File: config.mk
export PLATFORM = sky130hd
export DESIGN_NAME = cio_core_irq
export DESIGN_NICKNAME = d
export VERILOG_FILES = /design/src/cio_pkg.sv /design/src/cio_presc_if.sv /design/src/cio_core_irq.sv /design/src/cio_presc_decode.sv
export SDC_FILE = /design/constraint.sdc
export NUM_CORES = 1
export LEC_CHECK = 0
export ABC_AREA = 1
export BUFFER_PORTS_ARGS = -buffer_cell sky130_fd_sc_hd__buf_4
export CORE_MARGIN = 4
export CORE_UTILIZATION = 54
export CTS_BUF_LIST = sky130_fd_sc_hd__clkbuf_8
export CTS_CLUSTER_DIAMETER = 30
export CTS_CLUSTER_SIZE = 30
export DETAILED_ROUTE_END_ITERATION = 12
export GPL_TIMING_DRIVEN = 0
export PLACE_DENSITY_LB_ADDON = 0.25
export SLEW_MARGIN = 20
export SYNTH_ARGS = -nofsm -noshare
export SYNTH_HDL_FRONTEND = slang
export SYNTH_SLANG_ARGS = --single-unit
File: constraint.sdc
create_clock -name clock -period 2.8 [get_ports clock]
set_clock_uncertainty 0.2 [all_clocks]
set_input_delay 0.42 -clock clock [delete_from_list [all_inputs] [get_ports clock]]
set_output_delay 0.42 -clock clock [all_outputs]
set_load 0.05 [all_outputs]
File: src/cio_pkg.sv
// How it works
// - One read/write interrupt control register holds enable and flag for timer0, port change and pin.
// - Interrupt control answers at the same location in every bank; reset clears bits 7..1, bit 0 is left as is.
// - Option control is mirrored at two locations, all eight bits read/write, reset to all ones.
// - Each flag sets on its event regardless of its own enable and the global enable.
// - Bit 7 is the global enable; when zero no request reaches the core.
// - Bit 5 enables the timer0 overflow interrupt.
// - The one prescaler serves only timer0 or only the watchdog at a time.
// - No peripheral request reaches the core unless bit 6 is set.
package cio_pkg;
    localparam int ADDR_W = 9;
    // Bank offsets (low seven bits decoded): interrupt control mirrored in every bank, option control only where address bit 7 is set
    localparam logic [6:0] IRQ_CTRL_LOW = 7'h0B;
    localparam logic [6:0] OPT_CTRL_LOW = 7'h01;
    localparam logic [8:0] IRQ_CTRL_ADDR = 9'h00B;
    localparam logic [8:0] OPT_CTRL_ADDR = 9'h081;
    localparam int BANK_LSB = 7;
    localparam logic [7:0] IRQ_CTRL_RESET = 8'h00;
    localparam logic [7:0] OPT_CTRL_RESET = 8'hFF;
    // Interrupt control fields
    localparam int GLOBAL_EN_BIT = 7;
    localparam int PERIPH_EN_BIT = 6;
    localparam int T0_EN_BIT = 5;
    localparam int PINIE_BIT = 4;
    localparam int PCIE_BIT = 3;
    localparam int T0F_BIT = 2;
    localparam int PINF_BIT = 1;
    localparam int PCF_BIT = 0;
    // Option control fields
    localparam int PULLUP_DIS_BIT = 7;
    localparam int EDGE_SEL_BIT = 6;
    localparam int T0_SRC_BIT = 5;
    localparam int T0_EDGE_BIT = 4;
    localparam int ASSIGN_SEL_BIT = 3;
    localparam int RATE_MSB = 2;
    localparam int RATE_W = 3;
    localparam int DIV_W = 9;
endpackage : cio_pkg

File: src/cio_presc_if.sv
`timescale 1ns/100ps
interface cio_presc_if;
    logic assignWatchdog;
    logic [cio_pkg::RATE_W-1:0] rateSelect;
    logic [cio_pkg::DIV_W-1:0] timer0Divide;
    logic [cio_pkg::DIV_W-1:0] watchdogDivide;
    modport ctrl (output assignWatchdog, output rateSelect, input timer0Divide,
        input watchdogDivide);
    modport dec (input assignWatchdog, input rateSelect, output timer0Divide,
        output watchdogDivide);
endinterface : cio_presc_if

File: src/cio_core_irq.sv
`timescale 1ns/100ps
module cio_core_irq (
    input wire logic clock,
    input wire logic rst_n,
    input wire logic [cio_pkg::ADDR_W-1:0] regAddr,
    input wire logic [7:0] regWdata,
    input wire logic regWrite,
    input wire logic regRead,
    output logic [7:0] regRdata,
    input wire logic timer0Overflow,
    input wire logic externalPin,
    input wire logic portChangePin,
    input wire logic peripheralRequest,
    output logic coreIrq,
    output logic [7:0] timerOptionControl,
    output logic [cio_pkg::DIV_W-1:0] timer0Divide,
    output logic [cio_pkg::DIV_W-1:0] watchdogDivide
);
    logic [7:0] interruptControl;
    logic [7:0] next_interruptControl;
    logic [1:0] extSync;
    logic [1:0] pcSync;
    logic extLast;
    logic pcLast;
    logic extEvent;
    logic pcEvent;
    logic selIrq;
    logic selOpt;
    logic pinIrq;
    logic pcFlagKnown;
    logic [7:1] irqCtrlUpper;
    logic irqCtrlFlag0;
    cio_presc_if presc();

    // ------------------------------------------------
    // Address decode
    // ------------------------------------------------
    assign selIrq = regAddr[cio_pkg::BANK_LSB-1:0] == cio_pkg::IRQ_CTRL_LOW;
    assign selOpt = regAddr[cio_pkg::BANK_LSB-1:0] == cio_pkg::OPT_CTRL_LOW
        && regAddr[cio_pkg::BANK_LSB];

    // ------------------------------------------------
    // Pin synchronisers and edge detect
    // ------------------------------------------------
    always_ff @(posedge clock or negedge rst_n) begin
        if (!rst_n) begin
            extSync <= 2'h0;
            pcSync <= 2'h0;
            extLast <= 1'b0;
            pcLast <= 1'b0;
        end else begin
            extSync <= {extSync[0], externalPin};
            pcSync <= {pcSync[0], portChangePin};
            extLast <= extSync[1];
            pcLast <= pcSync[1];
        end
    end

    // Edge select: one rising, zero falling
    assign extEvent = timerOptionControl[cio_pkg::EDGE_SEL_BIT]
        ? (extSync[1] && !extLast) : (!extSync[1] && extLast);
    assign pcEvent = pcSync[1] != pcLast;

    // ------------------------------------------------
    // Interrupt control register
    // ------------------------------------------------
    always_comb begin
        next_interruptControl = interruptControl;
        if (regWrite && selIrq) begin
            next_interruptControl = regWdata;
        end
        // Event beats a clearing write in the same cycle
        if (timer0Overflow) begin
            next_interruptControl[cio_pkg::T0F_BIT] = 1'b1;
        end
        if (extEvent) begin
            next_interruptControl[cio_pkg::PINF_BIT] = 1'b1;
        end
        if (pcEvent) begin
            next_interruptControl[cio_pkg::PCF_BIT] = 1'b1;
        end
    end

    // Bit 0 keeps no reset: it powers up undefined
    always_ff @(posedge clock or negedge rst_n) begin
        if (!rst_n) begin
            irqCtrlUpper <= cio_pkg::IRQ_CTRL_RESET[7:1];
        end else begin
            irqCtrlUpper <= next_interruptControl[7:1];
        end
    end

    always_ff @(posedge clock) begin
        irqCtrlFlag0 <= next_interruptControl[0];
    end

    assign interruptControl = {irqCtrlUpper, irqCtrlFlag0};

    // Tracks whether bit 0 has ever been defined; gates the port change request
    always_ff @(posedge clock or negedge rst_n) begin
        if (!rst_n) begin
            pcFlagKnown <= 1'b0;
        end else if (pcEvent || (regWrite && selIrq)) begin
            pcFlagKnown <= 1'b1;
        end
    end

    // ------------------------------------------------
    // Option control register
    // ------------------------------------------------
    always_ff @(posedge clock or negedge rst_n) begin
        if (!rst_n) begin
            timerOptionControl <= cio_pkg::OPT_CTRL_RESET;
        end else if (regWrite && selOpt) begin
            timerOptionControl <= regWdata;
        end
    end

    // ------------------------------------------------
    // Read data, one cycle after the strobe
    // ------------------------------------------------
    always_ff @(posedge clock or negedge rst_n) begin
        if (!rst_n) begin
            regRdata <= 8'h00;
        end else if (regRead && selIrq) begin
            regRdata <= interruptControl;
        end else if (regRead && selOpt) begin
            regRdata <= timerOptionControl;
        end else begin
            regRdata <= 8'h00;
        end
    end

    // ------------------------------------------------
    // Request to the core
    // ------------------------------------------------
    assign pinIrq = (interruptControl[cio_pkg::T0_EN_BIT] && interruptControl[cio_pkg::T0F_BIT])
        || (interruptControl[cio_pkg::PINIE_BIT] && interruptControl[cio_pkg::PINF_BIT])
        || (interruptControl[cio_pkg::PCIE_BIT] && interruptControl[cio_pkg::PCF_BIT] && pcFlagKnown)
        || (interruptControl[cio_pkg::PERIPH_EN_BIT] && peripheralRequest);
    assign coreIrq = interruptControl[cio_pkg::GLOBAL_EN_BIT] && pinIrq;

    // ------------------------------------------------
    // Prescaler
    // ------------------------------------------------
    assign presc.assignWatchdog = timerOptionControl[cio_pkg::ASSIGN_SEL_BIT];
    assign presc.rateSelect = timerOptionControl[cio_pkg::RATE_MSB:0];
    assign timer0Divide = presc.timer0Divide;
    assign watchdogDivide = presc.watchdogDivide;

    cio_presc_decode u_decode (
        .p(presc.dec)
    );
endmodule : cio_core_irq

File: src/cio_presc_decode.sv
`timescale 1ns/100ps
module cio_presc_decode (
    cio_presc_if.dec p
);
    localparam logic [cio_pkg::DIV_W-1:0] ONE = 9'h001;

    // ------------------------------------------------
    // Shared prescaler: one user at a time
    // ------------------------------------------------
    always_comb begin
        if (p.assignWatchdog) begin
            p.timer0Divide = ONE;
            p.watchdogDivide = ONE << p.rateSelect;
        end else begin
            // Shift count widened so rate 7 reaches the top bit
            p.timer0Divide = ONE << ({1'b0, p.rateSelect} + 4'h1);
            p.watchdogDivide = ONE;
        end
    end
endmodule : cio_presc_decode

Yosys cells after proc, flatten, opt, wreduce, memory -nomap -nowiden. Cells that the tools add are included.

Register bits: 31. Input bits: 25. Output and inout bits: 35. Word-level logic and storage cells: 46.

Add/sub/neg operators: 1. Equal/unequal tests: 3. Shift-type cells: 2. Muxes and demuxes: 8. Reductions and logical operators: 21.

Operators with widths (count): 2-to-1 mux 9 bit (2); 2-to-1 mux 8 bit (2); logical AND 1 bit (13); << shifter 1 x 3 -> 9 bit (first input constant) (1); << shifter 1 x 4 -> 9 bit (first input constant) (1); equality test 7 x 1 -> 1 bit (second input constant) (1); equality test 7 x 4 -> 1 bit (second input constant) (1); adder 3 x 1 -> 4 bit (second input constant) (1); logical OR 1 bit (4); nonzero test 2 bit (2); 2-to-1 mux 1 bit (3); 2-to-1 mux 3 bit (1); zero test 1 bit (2); != test 1 bit (1).

Depth between registers and ports, before layout.
Depth after elaboration: 5. Mapped depth: 7.

Modules after synthesis. From an unflattened synthesis, not the netlist that was laid out.

Cell total of the unflattened synthesis: 177. Area total of the unflattened synthesis: 1577.8 sq um.

By module, submodules not included: cio_core_irq (times used 1, cells an instance 140, area an instance 1392.6 sq um); cio_presc_decode (times used 1, cells an instance 37, area an instance 185.2 sq um).

Least setup slack after synthesis. OpenSTA, ideal clock, no wires.

Path kind: register -> output. Start point: register timerOptionControl[2]. End point: output port timer0Divide[4] in the netlist's numbering. Arrival: 2.638 ns. Setup slack: -0.458 ns. Stages on the path, launching flop included: 6. Path through: dfstp_2 > buf_2 > inv_1 > ha_1 > or2_2 > nor3_1.

Word-level cells in the longest chain between the ends: 3.

Ends and longest elaborated chain: start, declared (RTL line cio_core_irq.sv:15) `output logic [7:0] timerOptionControl,`; start signal, assigned (RTL line cio_core_irq.sv:113) `timerOptionControl <= cio_pkg::OPT_CTRL_RESET;`; start signal, assigned (RTL line cio_core_irq.sv:115) `timerOptionControl <= regWdata;`; adder 3 x 1 -> 4 bit (RTL line cio_presc_decode.sv:16) `p.timer0Divide = ONE << ({1'b0, p.rateSelect} + 4'h1);`; << shifter 1 x 4 -> 9 bit (RTL line cio_presc_decode.sv:16); 2-to-1 mux 9 bit (RTL line cio_presc_decode.sv:11) `if (p.assignWatchdog) begin`; end, declared (RTL line cio_core_irq.sv:16) `output logic [cio_pkg::DIV_W-1:0] timer0Divide,`.

No other way between the ends.

Worst setup path after layout. Same ends and word-level chain as after synthesis.

==> results by group <==
GRT
  – Total grt overflow: 0
  – Vias in the first global route: 1484
  – Total track usage: 21.5%
  – First-pass GRT wire length: 6.75 mm
  – Largest net degree at the start of global routing: 31
  – Initial antenna violation count: 0

Power
  – Combinational share of power: 17.8%
  – Power Density: 456 mW/mm²
  – Internal Power: 696 µW
  – Switching Fraction: 29.0%
  – Clock share of power: 32.7%
  – Sequential power share: 49.5%
  – VDD IR-drop max: 0.000417 V
  – Leakage: 0.00110 µW
  – Psw: 285 µW

Placement
  – GP Congestion: 0.870
  – I/O Buffers: 56
  – Setup WS pre-CTS: 367 ps
  – Post-DP HPWL: 2.99 mm

Detailed routing
  – WL per Instance: 14.1 µm
  – Antenna Nets Post-Route: 0
  – Vias per cell: 5.27
  – Drt first-iter violations: 92
  – DRC: 0
  – Total Wirelength: 3.82 mm
  – Via count: 1429
  – TritonRoute pass-1 iters: 4

Timing
  – Fmax: 379 MHz
  – Max-slew violation count: 0
  – Fin crit period: 2640 ps
  – Final hold vios: 0
  – RSZ-0062 raised after global routing: no
  – Final setup violating endpoints: 0
  – Tcrit/Tclk final: 94.1%
  – Worst Slack Setup Final: 165 ps

Worst setup path
  – Setup crit start: timerOptionControl[2]$_DFFE_PN1P_
  – CP max FO: 10
  – Reg-to-Reg Start: timerOptionControl[2]$_DFFE_PN1P_
  – Kind of critical path: reg -> out
  – Critical path data arrival time: 2020 ps
  – Critical path depth: 5
  – Worst setup path end: timer0Divide[4]
  – Path depth of the worst reg2reg path: 2
  – CP Capture Type: primary output
  – CP cell instances: inv_1, ha_1, or2_2, nor3_2, buf_4
  – Critical path required time: 2180 ps
  – Reg2reg end: regRdata[2]$_DFF_PN0_
  – Top Family by Delay on Critical Path: flip-flops
  – Worst setup SP type: flop
  – Crit path buf inv count: 2
  – CP max stage delay: 640 ps
  – Slowest cell on the critical path: dfstp_2
  – R2R Setup Slk: 1640 ps

Finish
  – Nets@finish: 266
  – N_diodes: 0
  – P&R area growth vs syn: 35.0%
  – Final core occ: 77.4%
  – Fill cells: 200
  – Share of cells above drive strength 1: 42.1%

Floorplan
  – DIE WIDTH: 62.4 µm
  – Die area: 0.00389 mm²
  – Die span in y: 62.4 µm
  – FP Rows: 19
  – Initial core utilization: 57.4%
  – Core area: 0.00278 mm²
  – IO Pins: 60

Worst hold path
  – Worst Hold Launch: externalPin
  – Hold Path Cell Cnt: 1
  – HP Class: in -> reg

Synthesis
  – Post-Syn Nets: 203
  – Sequential share of the synthesized area: 48.9%
  – Yosys warns: 0
  – Synth cell types: 29
  – Post-Syn Instances: 176
  – Syn avg cell area: 9.06 µm²
  – Synth Cell Area: 0.00160 mm²
  – #FFs+latches synth: 31

CTS
  – TritonCTS clock tree: yes
  – CTS H-tree lvls: 2
  – CTS Root Cell: clkbuf_8
  – CTS max path bufs: 2
  – Worst-Skew Late Latency: 280 ps
  – Clk sink count: 31
  – Num CTS Buffers: 5
  – Clock transition at the registers of the reported paths: 60 ps

Run
  – # Max-Cap Violations: 0

Outcome
  – Status: complete, no violations
Yosys cell counts:
| library cell | instances | share of area (%) |
|---|---|---|
| nor2_8 | 2 | 2.5 |
| a41oi_1 | 1 | 0.55 |
| clkbuf_2 | 1 | 0.31 |
| nand2_1 | 48 | 11 |
| nor3_1 | 4 | 1.3 |
| buf_8 | 1 | 0.94 |
| nor2_1 | 11 | 2.6 |
| inv_1 | 15 | 3.5 |
| conb_1 | 1 | 0.24 |
| buf_2 | 2 | 0.63 |
| o21ai_1 | 7 | 2.2 |
| nand2_4 | 2 | 1.4 |
| inv_2 | 3 | 0.71 |
| o21ai_0 | 3 | 0.94 |
| nand3b_1 | 1 | 0.47 |
| dfrtp_1 | 22 | 35 |
| nand2_2 | 1 | 0.39 |
| dfxtp_1 | 1 | 1.3 |
| xnor2_1 | 1 | 0.55 |
| nand3_4 | 3 | 3.3 |
| nand3_1 | 4 | 1.3 |
| buf_6 | 1 | 0.71 |
| buf_4 | 4 | 1.9 |
| ha_1 | 2 | 1.6 |
| o21ai_2 | 6 | 3.3 |
| nand4_1 | 19 | 7.5 |
| nor2_4 | 1 | 0.71 |
| or2_2 | 1 | 0.39 |
| dfstp_2 | 8 | 13 |
registers in the layout, indices dropped and copies added, names as in the netlist:
| signal | count |
|---|---|
| regRdata | 8 |
| timerOptionControl | 8 |
| irqCtrlUpper | 7 |
| extSync | 2 |
| pcSync | 2 |
| extLast | 1 |
| irqCtrlFlag0 | 1 |
| pcFlagKnown | 1 |
| pcLast | 1 |
power by group through the flow:
stage	sequential (µW)	combinational, µW	clock, µW
detailed placement	492	176	0
floorplan	506	89.5	0
finish	486	174	321
global placement	490	170	0
global route	489	188	357
CTS	484	177	331
kinds of logic after synthesis:
group / count (synthesis) / share of synthesized area [%]
buf+inv: 27 / 8.71
fa+ha+maj: 2 / 1.57
flops: 31 / 48.9
compound gates: 17 / 6.98
other cells: 1 / 0.235
simple gates: 97 / 33.0
xor+xnor: 1 / 0.549
worst min path at each step:
| stage | endpoint | slack, ps |
|---|---|---|
| floorplan | extLast$_DFF_PN0_ | -80 |
| global placement | extSync[1]$_DFF_PN0_ | 130 |
| detailed placement | pcSync[1]$_DFF_PN0_ | 150 |
| CTS | extSync[0]$_DFF_PN0_ | 40 |
| global route | pcSync[0]$_DFF_PN0_ | 30 |
| finish | extSync[0]$_DFF_PN0_ | 50 |
repair_timing:
| item | 4_1_cts | 5_1_grt |
|---|---|---|
| hold endpoints to repair | 22 | 0 |
| hold buffers | 1 | 0 |
| setup endpoints to repair | 0 | 4 |
| resized for setup | 0 | 0 |
| buffers inserted | 0 | 0 |
routing by layer:
metal,up-vias,wire length (µm),GRT usage (%)
li1,697,-,-
met1,659,1460,24.4
met2,59,1930,37.4
met3,14,332,6.85
met4,0,92,7.96
met5,-,0,0
worst register-to-register path: stages (launching register included):
cell,delay [ps]
dfstp_2,640
nand2_1,100
o21ai_2,150
per-stage QoR:
step / setup TNS [ps] / instances / hold slack (ps) / power [µW] / instance area [µm²]
finish: 0 / 271 / 46.0 / 981 / 2150
global route: 0 / 271 / 31.7 / 1030 / 2150
CTS: 0 / 272 / 37.4 / 992 / 2160
detailed placement: 0 / 263 / 146 / 668 / 2070
global placement: 0 / 263 / 134 / 660 / 2070
floorplan: -537 / 176 / -75.6 / 595 / 1610
layout make-up:
cell class / instances / area [µm²] / area share [%]
repair buffers: 57 / 430 / 20.0
inverters: 18 / 67.6 / 3.14
plain buffers: 8 / 66.3 / 3.08
clock buffers: 5 / 68.8 / 3.20
multi-input cells: 118 / 688 / 32.0
well taps: 31 / 38.8 / 1.80
flip-flops and latches: 31 / 781 / 36.3
clock inverters: 3 / 12.5 / 0.581
cell usage in the layout, fill, tap and decap left out, types with 2 or more instances in the layout:
master    synthesis  final
o21ai_1           7      7
nand3_4           3      3
nand2_4           2      2
clkbuf_8          0      5
buf_4             4     60
o21ai_0           3      3
dfstp_2           8      8
dfrtp_1          22     22
o21ai_2           6      6
ha_1              2      2
nand4_1          19     19
nor2_2            0      3
nand3_1           4      4
inv_1            15     17
inv_2             3      3
nor3_1            4      3
nor2_1           11      8
nand2_1          48     48
nor2_8            2      2
Note: power is estimated with default switching activity, not from simulation.
